**src/rtl/fsw_pkg.sv**
```systemverilog
// Constants, opcodes and types shared by the status and write-enable logic
package fsw_pkg;

  // Status register layout
  localparam int SR_BUSY_BIT = 0;
  localparam int SR_WEL_BIT = 1;
  localparam int SR_BP_LSB = 2;
  localparam int SR_BP_MSB = 5;
  localparam int SR_QE_BIT = 6;
  localparam int SR_STATUS_WRITE_DISABLE_BIT = 7;
  localparam logic [5:0] SR_NV_RESET = 6'h00;
  localparam logic [3:0] BP_NONE = 4'h0;
  // Function register is out of scope here; its read answers this value
  localparam logic [7:0] FUNC_REG_VALUE = 8'h00;

  // Opcodes handled directly
  localparam logic [7:0] OP_WRITE_ENABLE = 8'h06;
  localparam logic [7:0] OP_WRITE_DISABLE = 8'h04;
  localparam logic [7:0] OP_STATUS_WRITE = 8'h01;
  localparam logic [7:0] OP_STATUS_READ = 8'h05;
  localparam logic [7:0] OP_FUNC_READ = 8'h48;
  localparam logic [7:0] OP_RESET_ENABLE = 8'h66;
  localparam logic [7:0] OP_RESET = 8'h99;
  localparam logic [7:0] OP_SUSPEND = 8'h75;
  localparam logic [7:0] OP_RESUME = 8'h7A;
  localparam logic [7:0] OP_ARRAY_ERASE_A = 8'hC7;
  localparam logic [7:0] OP_ARRAY_ERASE_B = 8'h60;
  localparam logic [7:0] OP_VOL_READ_PARAM_SET = 8'hC0;
  localparam logic [7:0] OP_VOL_BANK_WRITE = 8'h17;

  // Frame byte indices and counts, and last bit of a byte
  localparam logic [1:0] IDX_OPCODE = 2'h0;
  localparam logic [1:0] IDX_DATA = 2'h1;
  localparam logic [1:0] CNT_ONE = 2'h1;
  localparam logic [1:0] CNT_TWO = 2'h2;
  localparam logic [2:0] BIT_LAST = 3'h7;

  // Internal operation times, least values rounded up to clock cycles
  localparam int CLK_PERIOD_NS = 10;
  localparam int PROG_TIME_NS = 1000;
  localparam int ERASE_TIME_NS = 20000;
  localparam int REG_TIME_NS = 500;
  localparam int TMR_W = 12;
  localparam logic [TMR_W-1:0] PROG_CYCLES = TMR_W'((PROG_TIME_NS + CLK_PERIOD_NS - 1) / CLK_PERIOD_NS);
  localparam logic [TMR_W-1:0] ERASE_CYCLES = TMR_W'((ERASE_TIME_NS + CLK_PERIOD_NS - 1) / CLK_PERIOD_NS);
  localparam logic [TMR_W-1:0] REG_CYCLES = TMR_W'((REG_TIME_NS + CLK_PERIOD_NS - 1) / CLK_PERIOD_NS);

  typedef enum logic [1:0] {
    OPK_NONE = 2'b00,
    OPK_PROG = 2'b01,
    OPK_ERASE = 2'b10,
    OPK_REG = 2'b11
  } fsw_op_kind_t;

  typedef enum logic [1:0] {
    TMR_IDLE = 2'b00,
    TMR_RUN = 2'b01,
    TMR_SUSP = 2'b10
  } fsw_tmr_state_t;

  // Class of a write-enable-gated opcode; OPK_NONE when no write-enable is needed
  function automatic fsw_op_kind_t op_class(input logic [7:0] op);
    fsw_op_kind_t k;
    k = OPK_NONE;
    case (op)
      8'h02, 8'h12, 8'h32, 8'h34, 8'h38, 8'h3E: k = OPK_PROG;
      8'hD7, 8'h20, 8'h21, 8'h52, 8'h5C, 8'hD8, 8'hDC, 8'hC7, 8'h60: k = OPK_ERASE;
      8'h01, 8'h42, 8'h65, 8'h63, 8'h85, 8'h83, 8'h15, 8'h18, 8'hC5, 8'h43, 8'h4A,
      8'h64, 8'h62, 8'hFB, 8'hE1, 8'hFD, 8'hE3, 8'hE4, 8'h2F, 8'hA6, 8'h91, 8'h7E,
      8'h98, 8'hE8: k = OPK_REG;
      default: k = OPK_NONE;
    endcase
    return k;
  endfunction

endpackage

```
**src/rtl/fsw_spi_if.sv**
```systemverilog
// Byte-level link between the serial front end and the status core
`timescale 1ns/1ps
interface fsw_spi_if;
  logic frame_start;
  logic frame_end;
  logic aligned;
  logic byte_vld;
  logic [7:0] rx_byte;
  logic [1:0] byte_idx;
  logic [1:0] byte_cnt;
  logic tx_en;
  logic [7:0] tx_byte;

  modport front (
    output frame_start, frame_end, aligned, byte_vld, rx_byte, byte_idx, byte_cnt,
    input tx_en, tx_byte
  );
  modport core (
    input frame_start, frame_end, aligned, byte_vld, rx_byte, byte_idx, byte_cnt,
    output tx_en, tx_byte
  );
endinterface

```
**src/rtl/fsw_status_top.sv**
```systemverilog
// Status register and write-enable latch of a serial flash, reached over the serial link
`timescale 1ns/1ps
module fsw_status_top (
  input wire logic clk_i,
  input wire logic rst_b_i,
  input wire logic sck_i,
  input wire logic cs_b_i,
  input wire logic si_i,
  input wire logic wp_b_i,
  input wire logic hold_rst_b_i,
  output logic so_o,
  output logic so_oe_o,
  output logic [7:0] status_o,
  output logic [3:0] block_protect_o,
  output logic quad_enable_o,
  output logic busy_o,
  output logic cmd_vld_o,
  output logic [7:0] cmd_op_o
);
  fsw_spi_if lnk ();

  logic [5:0] nv_ff;
  logic wel_ff;
  logic [7:0] opcode_ff;
  logic [7:0] data_ff;
  logic rst_en_ff;
  logic cmd_vld_ff;
  logic [7:0] cmd_op_ff;
  logic wp_s1_ff, wp_s2_ff, hold_s1_ff, hold_s2_ff;
  logic tmr_busy, tmr_susp, tmr_done, tmr_start;
  fsw_pkg::fsw_op_kind_t tmr_kind, op_kind;
  logic exec, allowed, writable, hw_reset, sw_reset;
  logic status_disable, quad_en, wp_low;
  logic [3:0] bp;
  logic [7:0] status;
  logic [7:0] rd_op;
  logic do_write_enable_cmd, do_write_disable_cmd, do_status_write_cmd, do_erase_all, do_write_op, do_volatile;
  logic do_suspend, do_resume;

  fsw_spi_front u_front (
    .clk_i(clk_i),
    .rst_b_i(rst_b_i),
    .sck_i(sck_i),
    .cs_b_i(cs_b_i),
    .si_i(si_i),
    .lnk(lnk.front),
    .so_o(so_o),
    .so_oe_o(so_oe_o)
  );

  fsw_op_timer u_timer (
    .clk_i(clk_i),
    .rst_b_i(rst_b_i),
    .start_i(tmr_start),
    .kind_i(op_kind),
    .suspend_i(do_suspend),
    .resume_i(do_resume),
    .abort_i(hw_reset || sw_reset),
    .busy_o(tmr_busy),
    .suspended_o(tmr_susp),
    .done_o(tmr_done),
    .kind_o(tmr_kind)
  );

  // Protect and hold/reset pin synchronisers
  always_ff @(posedge clk_i) begin
    if (!rst_b_i) begin
      {wp_s1_ff, wp_s2_ff} <= 2'h3;
      {hold_s1_ff, hold_s2_ff} <= 2'h3;
    end else begin
      wp_s1_ff <= wp_b_i;
      wp_s2_ff <= wp_s1_ff;
      hold_s1_ff <= hold_rst_b_i;
      hold_s2_ff <= hold_s1_ff;
    end
  end

  // Status fields and pin roles
  assign status_disable = nv_ff[fsw_pkg::SR_STATUS_WRITE_DISABLE_BIT - fsw_pkg::SR_BP_LSB];
  assign quad_en = nv_ff[fsw_pkg::SR_QE_BIT - fsw_pkg::SR_BP_LSB];
  assign bp = nv_ff[fsw_pkg::SR_BP_MSB - fsw_pkg::SR_BP_LSB:0];
  assign wp_low = !quad_en && !wp_s2_ff;
  assign hw_reset = !quad_en && !hold_s2_ff;
  assign status = {nv_ff, wel_ff, tmr_busy};

  // Read data: the opcode byte selects which register streams out
  assign rd_op = (lnk.byte_idx == fsw_pkg::IDX_OPCODE) ? lnk.rx_byte : opcode_ff;
  always_comb begin
    lnk.tx_en = 1'b0;
    lnk.tx_byte = 8'h00;
    if (rd_op == fsw_pkg::OP_STATUS_READ) begin
      lnk.tx_en = 1'b1;
      lnk.tx_byte = status;
    end else if (rd_op == fsw_pkg::OP_FUNC_READ) begin
      lnk.tx_en = 1'b1;
      lnk.tx_byte = fsw_pkg::FUNC_REG_VALUE;
    end
  end

  // Opcode and first data byte capture
  always_ff @(posedge clk_i) begin
    if (!rst_b_i) begin
      opcode_ff <= 8'h00;
      data_ff <= 8'h00;
    end else if (lnk.byte_vld) begin
      if (lnk.byte_idx == fsw_pkg::IDX_OPCODE) begin
        opcode_ff <= lnk.rx_byte;
      end else if (lnk.byte_idx == fsw_pkg::IDX_DATA) begin
        data_ff <= lnk.rx_byte;
      end
    end
  end

  // Command decode at the rising edge of chip select, on a byte boundary
  assign exec = lnk.frame_end && lnk.aligned && (lnk.byte_cnt != 2'h0) && !hw_reset;
  assign op_kind = fsw_pkg::op_class(opcode_ff);
  assign allowed = !tmr_busy || opcode_ff == fsw_pkg::OP_RESET_ENABLE ||
                   opcode_ff == fsw_pkg::OP_RESET || opcode_ff == fsw_pkg::OP_SUSPEND;
  assign writable = !(status_disable && wp_low);
  assign do_write_enable_cmd = exec && allowed && opcode_ff == fsw_pkg::OP_WRITE_ENABLE && lnk.byte_cnt == fsw_pkg::CNT_ONE;
  assign do_write_disable_cmd = exec && allowed && opcode_ff == fsw_pkg::OP_WRITE_DISABLE && lnk.byte_cnt == fsw_pkg::CNT_ONE;
  // A latch about to be consumed by an operation ending this cycle admits no further write
  assign do_status_write_cmd = exec && allowed && wel_ff && !tmr_done && !tmr_susp && writable &&
                   opcode_ff == fsw_pkg::OP_STATUS_WRITE &&
                   lnk.byte_cnt >= fsw_pkg::CNT_TWO;
  assign do_erase_all = (opcode_ff == fsw_pkg::OP_ARRAY_ERASE_A) || (opcode_ff == fsw_pkg::OP_ARRAY_ERASE_B);
  assign do_write_op = exec && allowed && wel_ff && !tmr_done && !tmr_susp && op_kind != fsw_pkg::OPK_NONE &&
                       opcode_ff != fsw_pkg::OP_STATUS_WRITE &&
                       !(do_erase_all && bp != fsw_pkg::BP_NONE);
  assign do_volatile = exec && allowed && (opcode_ff == fsw_pkg::OP_VOL_READ_PARAM_SET ||
                       opcode_ff == fsw_pkg::OP_VOL_BANK_WRITE);
  assign do_suspend = exec && tmr_busy && opcode_ff == fsw_pkg::OP_SUSPEND;
  assign do_resume = exec && allowed && tmr_susp && opcode_ff == fsw_pkg::OP_RESUME;
  assign sw_reset = exec && rst_en_ff && opcode_ff == fsw_pkg::OP_RESET;
  assign tmr_start = do_status_write_cmd || do_write_op;

  // Reset-enable arming: only the very next command may be the reset
  always_ff @(posedge clk_i) begin
    if (!rst_b_i) begin
      rst_en_ff <= 1'b0;
    end else if (exec) begin
      rst_en_ff <= (opcode_ff == fsw_pkg::OP_RESET_ENABLE);
    end
  end

  // Non-volatile status bits, written only by an accepted status write
  always_ff @(posedge clk_i) begin
    if (!rst_b_i) begin
      nv_ff <= fsw_pkg::SR_NV_RESET;
    end else if (do_status_write_cmd) begin
      nv_ff <= data_ff[fsw_pkg::SR_STATUS_WRITE_DISABLE_BIT:fsw_pkg::SR_BP_LSB];
    end
  end

  // Write-enable latch; status write leaves it set until its own operation ends
  // A write enable landing in the cycle an operation ends follows that operation, so it wins
  always_ff @(posedge clk_i) begin
    if (!rst_b_i) begin
      wel_ff <= 1'b0;
    end else if (hw_reset || sw_reset || do_write_disable_cmd) begin
      wel_ff <= 1'b0;
    end else if (do_write_enable_cmd) begin
      wel_ff <= 1'b1;
    end else if (tmr_done) begin
      wel_ff <= 1'b0;
    end
  end

  // Accepted-command report toward the array and parameter logic
  always_ff @(posedge clk_i) begin
    if (!rst_b_i) begin
      cmd_vld_ff <= 1'b0;
      cmd_op_ff <= 8'h00;
    end else begin
      cmd_vld_ff <= tmr_start || do_volatile || do_suspend || do_resume;
      if (tmr_start || do_volatile || do_suspend || do_resume) begin
        cmd_op_ff <= opcode_ff;
      end
    end
  end

  assign status_o = status;
  assign block_protect_o = bp;
  assign quad_enable_o = quad_en;
  assign busy_o = tmr_busy;
  assign cmd_vld_o = cmd_vld_ff;
  assign cmd_op_o = cmd_op_ff;
endmodule

```
**src/rtl/fsw_spi_front.sv**
```systemverilog
// Serial front end: pin synchronisers, byte assembly and read-data shifter
`timescale 1ns/1ps
module fsw_spi_front (
  input wire logic clk_i,
  input wire logic rst_b_i,
  input wire logic sck_i,
  input wire logic cs_b_i,
  input wire logic si_i,
  fsw_spi_if.front lnk,
  output logic so_o,
  output logic so_oe_o
);
  logic sck_s1_ff, sck_s2_ff, sck_d_ff;
  logic cs_s1_ff, cs_s2_ff, cs_d_ff;
  logic si_s1_ff, si_s2_ff;
  logic rise, fall, active;
  logic [2:0] bit_cnt_ff;
  logic [7:0] shift_ff;
  logic [1:0] cnt_ff;
  logic vld_ff, start_ff, end_ff, aligned_ff;
  logic [7:0] rx_ff;
  logic [1:0] idx_ff;
  logic tx_act_ff;
  logic [7:0] tx_sh_ff;
  logic so_ff, so_oe_ff;

  // Two-stage synchronisers for every pin
  always_ff @(posedge clk_i) begin
    if (!rst_b_i) begin
      {sck_s1_ff, sck_s2_ff, sck_d_ff} <= 3'h0;
      {cs_s1_ff, cs_s2_ff, cs_d_ff} <= 3'h7;
      {si_s1_ff, si_s2_ff} <= 2'h0;
    end else begin
      sck_s1_ff <= sck_i;
      sck_s2_ff <= sck_s1_ff;
      sck_d_ff <= sck_s2_ff;
      cs_s1_ff <= cs_b_i;
      cs_s2_ff <= cs_s1_ff;
      cs_d_ff <= cs_s2_ff;
      si_s1_ff <= si_i;
      si_s2_ff <= si_s1_ff;
    end
  end

  // Edge detection on synchronised levels
  assign active = !cs_s2_ff;
  assign rise = sck_s2_ff && !sck_d_ff && active;
  assign fall = !sck_s2_ff && sck_d_ff && active;

  // Bit and byte assembly, most significant bit first
  always_ff @(posedge clk_i) begin
    if (!rst_b_i) begin
      bit_cnt_ff <= 3'h0;
      shift_ff <= 8'h00;
      cnt_ff <= 2'h0;
      vld_ff <= 1'b0;
      rx_ff <= 8'h00;
      idx_ff <= 2'h0;
    end else begin
      vld_ff <= 1'b0;
      if (cs_d_ff && !cs_s2_ff) begin
        bit_cnt_ff <= 3'h0;
        cnt_ff <= 2'h0;
      end else if (rise) begin
        shift_ff <= {shift_ff[6:0], si_s2_ff};
        bit_cnt_ff <= bit_cnt_ff + 3'h1;
        if (bit_cnt_ff == fsw_pkg::BIT_LAST) begin
          vld_ff <= 1'b1;
          rx_ff <= {shift_ff[6:0], si_s2_ff};
          idx_ff <= cnt_ff;
          if (cnt_ff != 2'h3) begin
            cnt_ff <= cnt_ff + 2'h1;
          end
        end
      end
    end
  end

  // Frame boundary pulses
  always_ff @(posedge clk_i) begin
    if (!rst_b_i) begin
      start_ff <= 1'b0;
      end_ff <= 1'b0;
      aligned_ff <= 1'b0;
    end else begin
      start_ff <= cs_d_ff && !cs_s2_ff;
      end_ff <= !cs_d_ff && cs_s2_ff;
      aligned_ff <= (bit_cnt_ff == 3'h0);
    end
  end

  // Read shifter: reloaded at every byte boundary so a register repeats
  always_ff @(posedge clk_i) begin
    if (!rst_b_i) begin
      tx_act_ff <= 1'b0;
      tx_sh_ff <= 8'h00;
      so_ff <= 1'b0;
      so_oe_ff <= 1'b0;
    end else if (!active) begin
      tx_act_ff <= 1'b0;
      so_oe_ff <= 1'b0;
    end else if (vld_ff) begin
      tx_act_ff <= lnk.tx_en;
      tx_sh_ff <= lnk.tx_byte;
    end else if (fall && tx_act_ff) begin
      so_ff <= tx_sh_ff[7];
      so_oe_ff <= 1'b1;
      tx_sh_ff <= {tx_sh_ff[6:0], 1'b0};
    end
  end

  assign lnk.frame_start = start_ff;
  assign lnk.frame_end = end_ff;
  assign lnk.aligned = aligned_ff;
  assign lnk.byte_vld = vld_ff;
  assign lnk.rx_byte = rx_ff;
  assign lnk.byte_idx = idx_ff;
  assign lnk.byte_cnt = cnt_ff;
  assign so_o = so_ff;
  assign so_oe_o = so_oe_ff;
endmodule

```
**src/rtl/fsw_op_timer.sv**
```systemverilog
// Internal operation timer with suspend, resume and abort
`timescale 1ns/1ps
module fsw_op_timer (
  input wire logic clk_i,
  input wire logic rst_b_i,
  input wire logic start_i,
  input fsw_pkg::fsw_op_kind_t kind_i,
  input wire logic suspend_i,
  input wire logic resume_i,
  input wire logic abort_i,
  output logic busy_o,
  output logic suspended_o,
  output logic done_o,
  output fsw_pkg::fsw_op_kind_t kind_o
);
  fsw_pkg::fsw_tmr_state_t state_ff;
  fsw_pkg::fsw_op_kind_t kind_ff;
  logic [fsw_pkg::TMR_W-1:0] cnt_ff;
  logic done_ff;

  // Operation state and remaining cycles
  always_ff @(posedge clk_i) begin
    if (!rst_b_i) begin
      state_ff <= fsw_pkg::TMR_IDLE;
      kind_ff <= fsw_pkg::OPK_NONE;
      cnt_ff <= '0;
      done_ff <= 1'b0;
    end else begin
      done_ff <= 1'b0;
      case (state_ff)
        fsw_pkg::TMR_IDLE: begin
          if (start_i) begin
            state_ff <= fsw_pkg::TMR_RUN;
            kind_ff <= kind_i;
            case (kind_i)
              fsw_pkg::OPK_PROG: cnt_ff <= fsw_pkg::PROG_CYCLES;
              fsw_pkg::OPK_ERASE: cnt_ff <= fsw_pkg::ERASE_CYCLES;
              default: cnt_ff <= fsw_pkg::REG_CYCLES;
            endcase
          end
        end
        fsw_pkg::TMR_RUN: begin
          if (abort_i) begin
            state_ff <= fsw_pkg::TMR_IDLE;
          end else if (suspend_i && kind_ff != fsw_pkg::OPK_REG) begin
            state_ff <= fsw_pkg::TMR_SUSP;
          end else if (cnt_ff <= 1) begin
            state_ff <= fsw_pkg::TMR_IDLE;
            done_ff <= 1'b1;
          end else begin
            cnt_ff <= cnt_ff - 1'b1;
          end
        end
        fsw_pkg::TMR_SUSP: begin
          if (abort_i) begin
            state_ff <= fsw_pkg::TMR_IDLE;
          end else if (resume_i) begin
            state_ff <= fsw_pkg::TMR_RUN;
          end
        end
        default: state_ff <= fsw_pkg::TMR_IDLE;
      endcase
    end
  end

  assign busy_o = (state_ff == fsw_pkg::TMR_RUN);
  assign suspended_o = (state_ff == fsw_pkg::TMR_SUSP);
  assign done_o = done_ff;
  assign kind_o = kind_ff;
endmodule

```
**config.mk**
```make
export PLATFORM = sky130hd
export DESIGN_NAME = fsw_status_top
export DESIGN_NICKNAME = d
export VERILOG_FILES = /design/src/rtl/fsw_pkg.sv /design/src/rtl/fsw_spi_if.sv /design/src/rtl/fsw_status_top.sv /design/src/rtl/fsw_spi_front.sv /design/src/rtl/fsw_op_timer.sv
export SDC_FILE = /design/constraint.sdc
export NUM_CORES = 1
export LEC_CHECK = 0
export ABC_AREA = 1
export BUFFER_PORTS_ARGS = -buffer_cell sky130_fd_sc_hd__buf_2
export CAP_MARGIN = 0
export CORE_AREA = 10 10 127 129
export DETAILED_ROUTE_END_ITERATION = 12
export DIE_AREA = 0 0 137 139
export SYNTH_ARGS = -nofsm -noshare
export SYNTH_HDL_FRONTEND = slang
export SYNTH_SLANG_ARGS = --single-unit
```
**constraint.sdc**
```tcl
create_clock -name clk_i -period 3.6 [get_ports clk_i]
set_input_delay 0.72 -clock clk_i [delete_from_list [all_inputs] [get_ports clk_i]]
set_output_delay 0.72 -clock clk_i [all_outputs]
set_load 0.02 [all_outputs]
```
==> run summary <==
Status - finished, final reports clean
Post-layout nets - 741
Critical path's most frequent cell - nand2_1
CTS buffer count - 9
Clk sinks - 96
Fill count - 1446
Detailed Routing Iterations Pass 1 - 5
Top cell type's share of synthesized area - 0.392
Largest area contributor in the netlist - dfxtp_1
PortBufs - 31
Final hold viol count - 0
Setup bufs post-CTS - 0
Yosys warnings - 0
Initial antenna violation count - 0
Max Cap Viol - 0
Family with the most delay on the worst path - simple AND/OR/NAND/NOR gates
Clock-pin slew on the worst setup and hold paths - 0.08 ns
Detailed Route Iter0 Violations - 363
Final non-filler cell total - 905
Post-Synthesis Cells - 706
Clock buffer depth - 2
Syn Nets - 727
Register bit total from synthesis - 96
Mapped Area - 0.00490 sq mm
Clk_skew - 0.0119 ns
Final wirelength - 12000 um
Die Height - 139 um
Worst stage delay on the critical path - 0.57 ns
Slew Limit Headroom - 0.428
Synth area leaders - dfxtp_1 (39%), nand2_1 (8.5%), a21oi_1 (7.3%)
Post-synth EDFFs - 0
Fin. max-slew vios - 0
Worst Setup Path Type - register to register
Hold-fix buffers, CTS - 0
Num rows - 43
Final setup fails - 0
Req. time, crit path - 3.90 ns
Vias/cell - 4.91
Antenna diode count - 0
Worst Hold Class - register to register
Final Wtd Congestion - 0.955
Register area share after synthesis - 0.392
Tmin final - 2.85 ns
Slew @ Worst Pin - 0.856 ns
RSZ-0062 raised after global routing - false
First-pass GRT wire length - 20300 um
CP Buf/Inv Count - 1
Commonest non-fill, non-tap cell in the layout - nand2_1
Worst-Skew Late Latency - 0.36 ns
Initial Utilization - 0.358
PD cells - 398 mW/mm^2
CP max stage cell - dfxtp_1
Via count - 4444
Post-DR wirelength/cell - 13.2 um
Critical path fanouts, max - 24
Primary FF master, synth - dfxtp_1
Die width - 137 um
Final period utilization - 0.791
TritonCTS clock tree - yes
TNS Setup - 0 ns
Reg2Reg Setup Slack - 0.75 ns
Count of different cell masters after synthesis - 36
H-tree levels - 3
Placed insts - 889
Worst Setup Start Kind - register
Grt ovf - 0
GR Util All Layers - 0.130
CTS Root Cell - clkbuf_16
Remaining DRCs - 0
Worst-path cell chain - nand2_1 > nor2_1 > o21ai_0 > nand4_1 > nor2_1 > nand3_1 > inv_1 > ha_1 > nor2_1 > nand2_1 > nand2_2 > nand3_4 > nand2_4 > nand2_1 > nand2_1 > nand2_1 > nor2_1
Footprint of the multi-input gates - 0.00245 sq mm
Vias in the first global route - 4145
Post-route ant nets - 0
Commonest cells after routing, fill and taps aside - nand2_1 (111), dfxtp_1 (96), nor2_1 (88)
Critical Path End Type - register
Lkg Pwr - 2.44 nW
CTS-repair resized insts - 0
Post-DP HPWL - 8660 um
Max IR drop VDD - 0.290 mV
Ports - 32
Core area - 0.0137 sq mm
Area Growth Syn to Fin - 11.4%
Seq. cell area - 0.00192 sq mm
Die Area - 0.0190 sq mm
WP data arrival - 3.15 ns
Syn_area_per_cell - 6.94 sq um
Layout cell share with drive strength beyond 1 - 0.126
Largest net degree at the start of global routing - 68
FMAX - 351 MHz
Ys async rst share - 0
## cell type report
cell class | instances | area share
inverters | 97 | 0.0667
multi-input cells | 483 | 0.449
flip-flops and latches | 96 | 0.352
well taps | 180 | 0.0413
clock buffers | 10 | 0.0420
clock inverters | 6 | 0.0179
repair buffers | 33 | 0.0312
## state kept, by name, summed over array words and instances, names as in the netlist, 2 cells and up
register	flops
u_timer.kind_o	2
u_timer.state_ff	2
nv_ff	6
u_front.lnk.byte_idx	2
opcode_ff	8
cmd_op_o	8
data_ff	6
u_front.bit_cnt_ff	3
u_front.tx_sh_ff	8
u_timer.cnt_ff	12
u_front.lnk.byte_cnt	2
u_front.shift_ff	7
u_front.lnk.rx_byte	8
## kinds of logic (layout without fill, tap and decap cells)
kind of cell	after synthesis	in the layout	synth area share
compound gates	151	151	0.159
xor+xnor	2	2	0.00358
fa+ha+maj	14	14	0.0358
buf+inv	127	146	0.108
flops	96	96	0.392
simple gates	316	316	0.301
## report_power, final
| part | internal, mW | switching, mW |
|---|---|---|
| registers | 1.07 | 0.00285 |
| clock network | 0.620 | 0.445 |
| logic | 0.0113 | 0.0258 |
## routing by layer
metal	GRT usage	part of all wire	vias up	wire, um
met2	0.196	0.44	122	5260
met3	0.0333	0.057	22	679
met5	0	0	-	0
met4	0.0522	0.023	0	270
met1	0.171	0.48	1979	5770
li1	-	-	2321	-
## per-stage QoR
stage	util	setup WS (ns)	instance area [sq um]	hold slack (ns)	power [mW]
global placement	0.375	0.723	5130	0.397	1.13
CTS	0.399	0.804	5460	0.416	2.21
finish	0.399	0.753	5460	0.414	2.17
detailed placement	0.375	0.821	5130	0.402	1.13
floorplan	-	1.34	4900	0.390	1.12
global route	0.399	0.502	5460	0.425	2.25
## Yosys cell counts, types with 2 or more instances
library cell and n:
nand2_1 111, dfxtp_1 96, nor2_1 88, inv_1 86, a21oi_1 71, o21ai_0 70, nand3_1 43, nand4_1 23
clkbuf_1 14, ha_1 14, inv_2 10, nor2_2 9, nor3_1 9, buf_4 8, nand2_2 8, or2_2 7
buf_2 5, nand3b_1 5, o211ai_1 4, a211oi_1 3, nor2_4 3, and3_1 2, buf_6 2, nor3_2 2
xor2_1 2
## final timing paths
kind | startpoint | cells past startpoint | to
max reg2reg | opcode_ff[6] | 17 | u_timer.cnt_ff[9]
min | hold_s1_ff | 1 | hold_s2_ff
max | opcode_ff[6] | 17 | u_timer.cnt_ff[9]
min reg2reg | hold_s1_ff | 1 | hold_s2_ff
No activity file was read; power rests on OpenSTA's default activity.
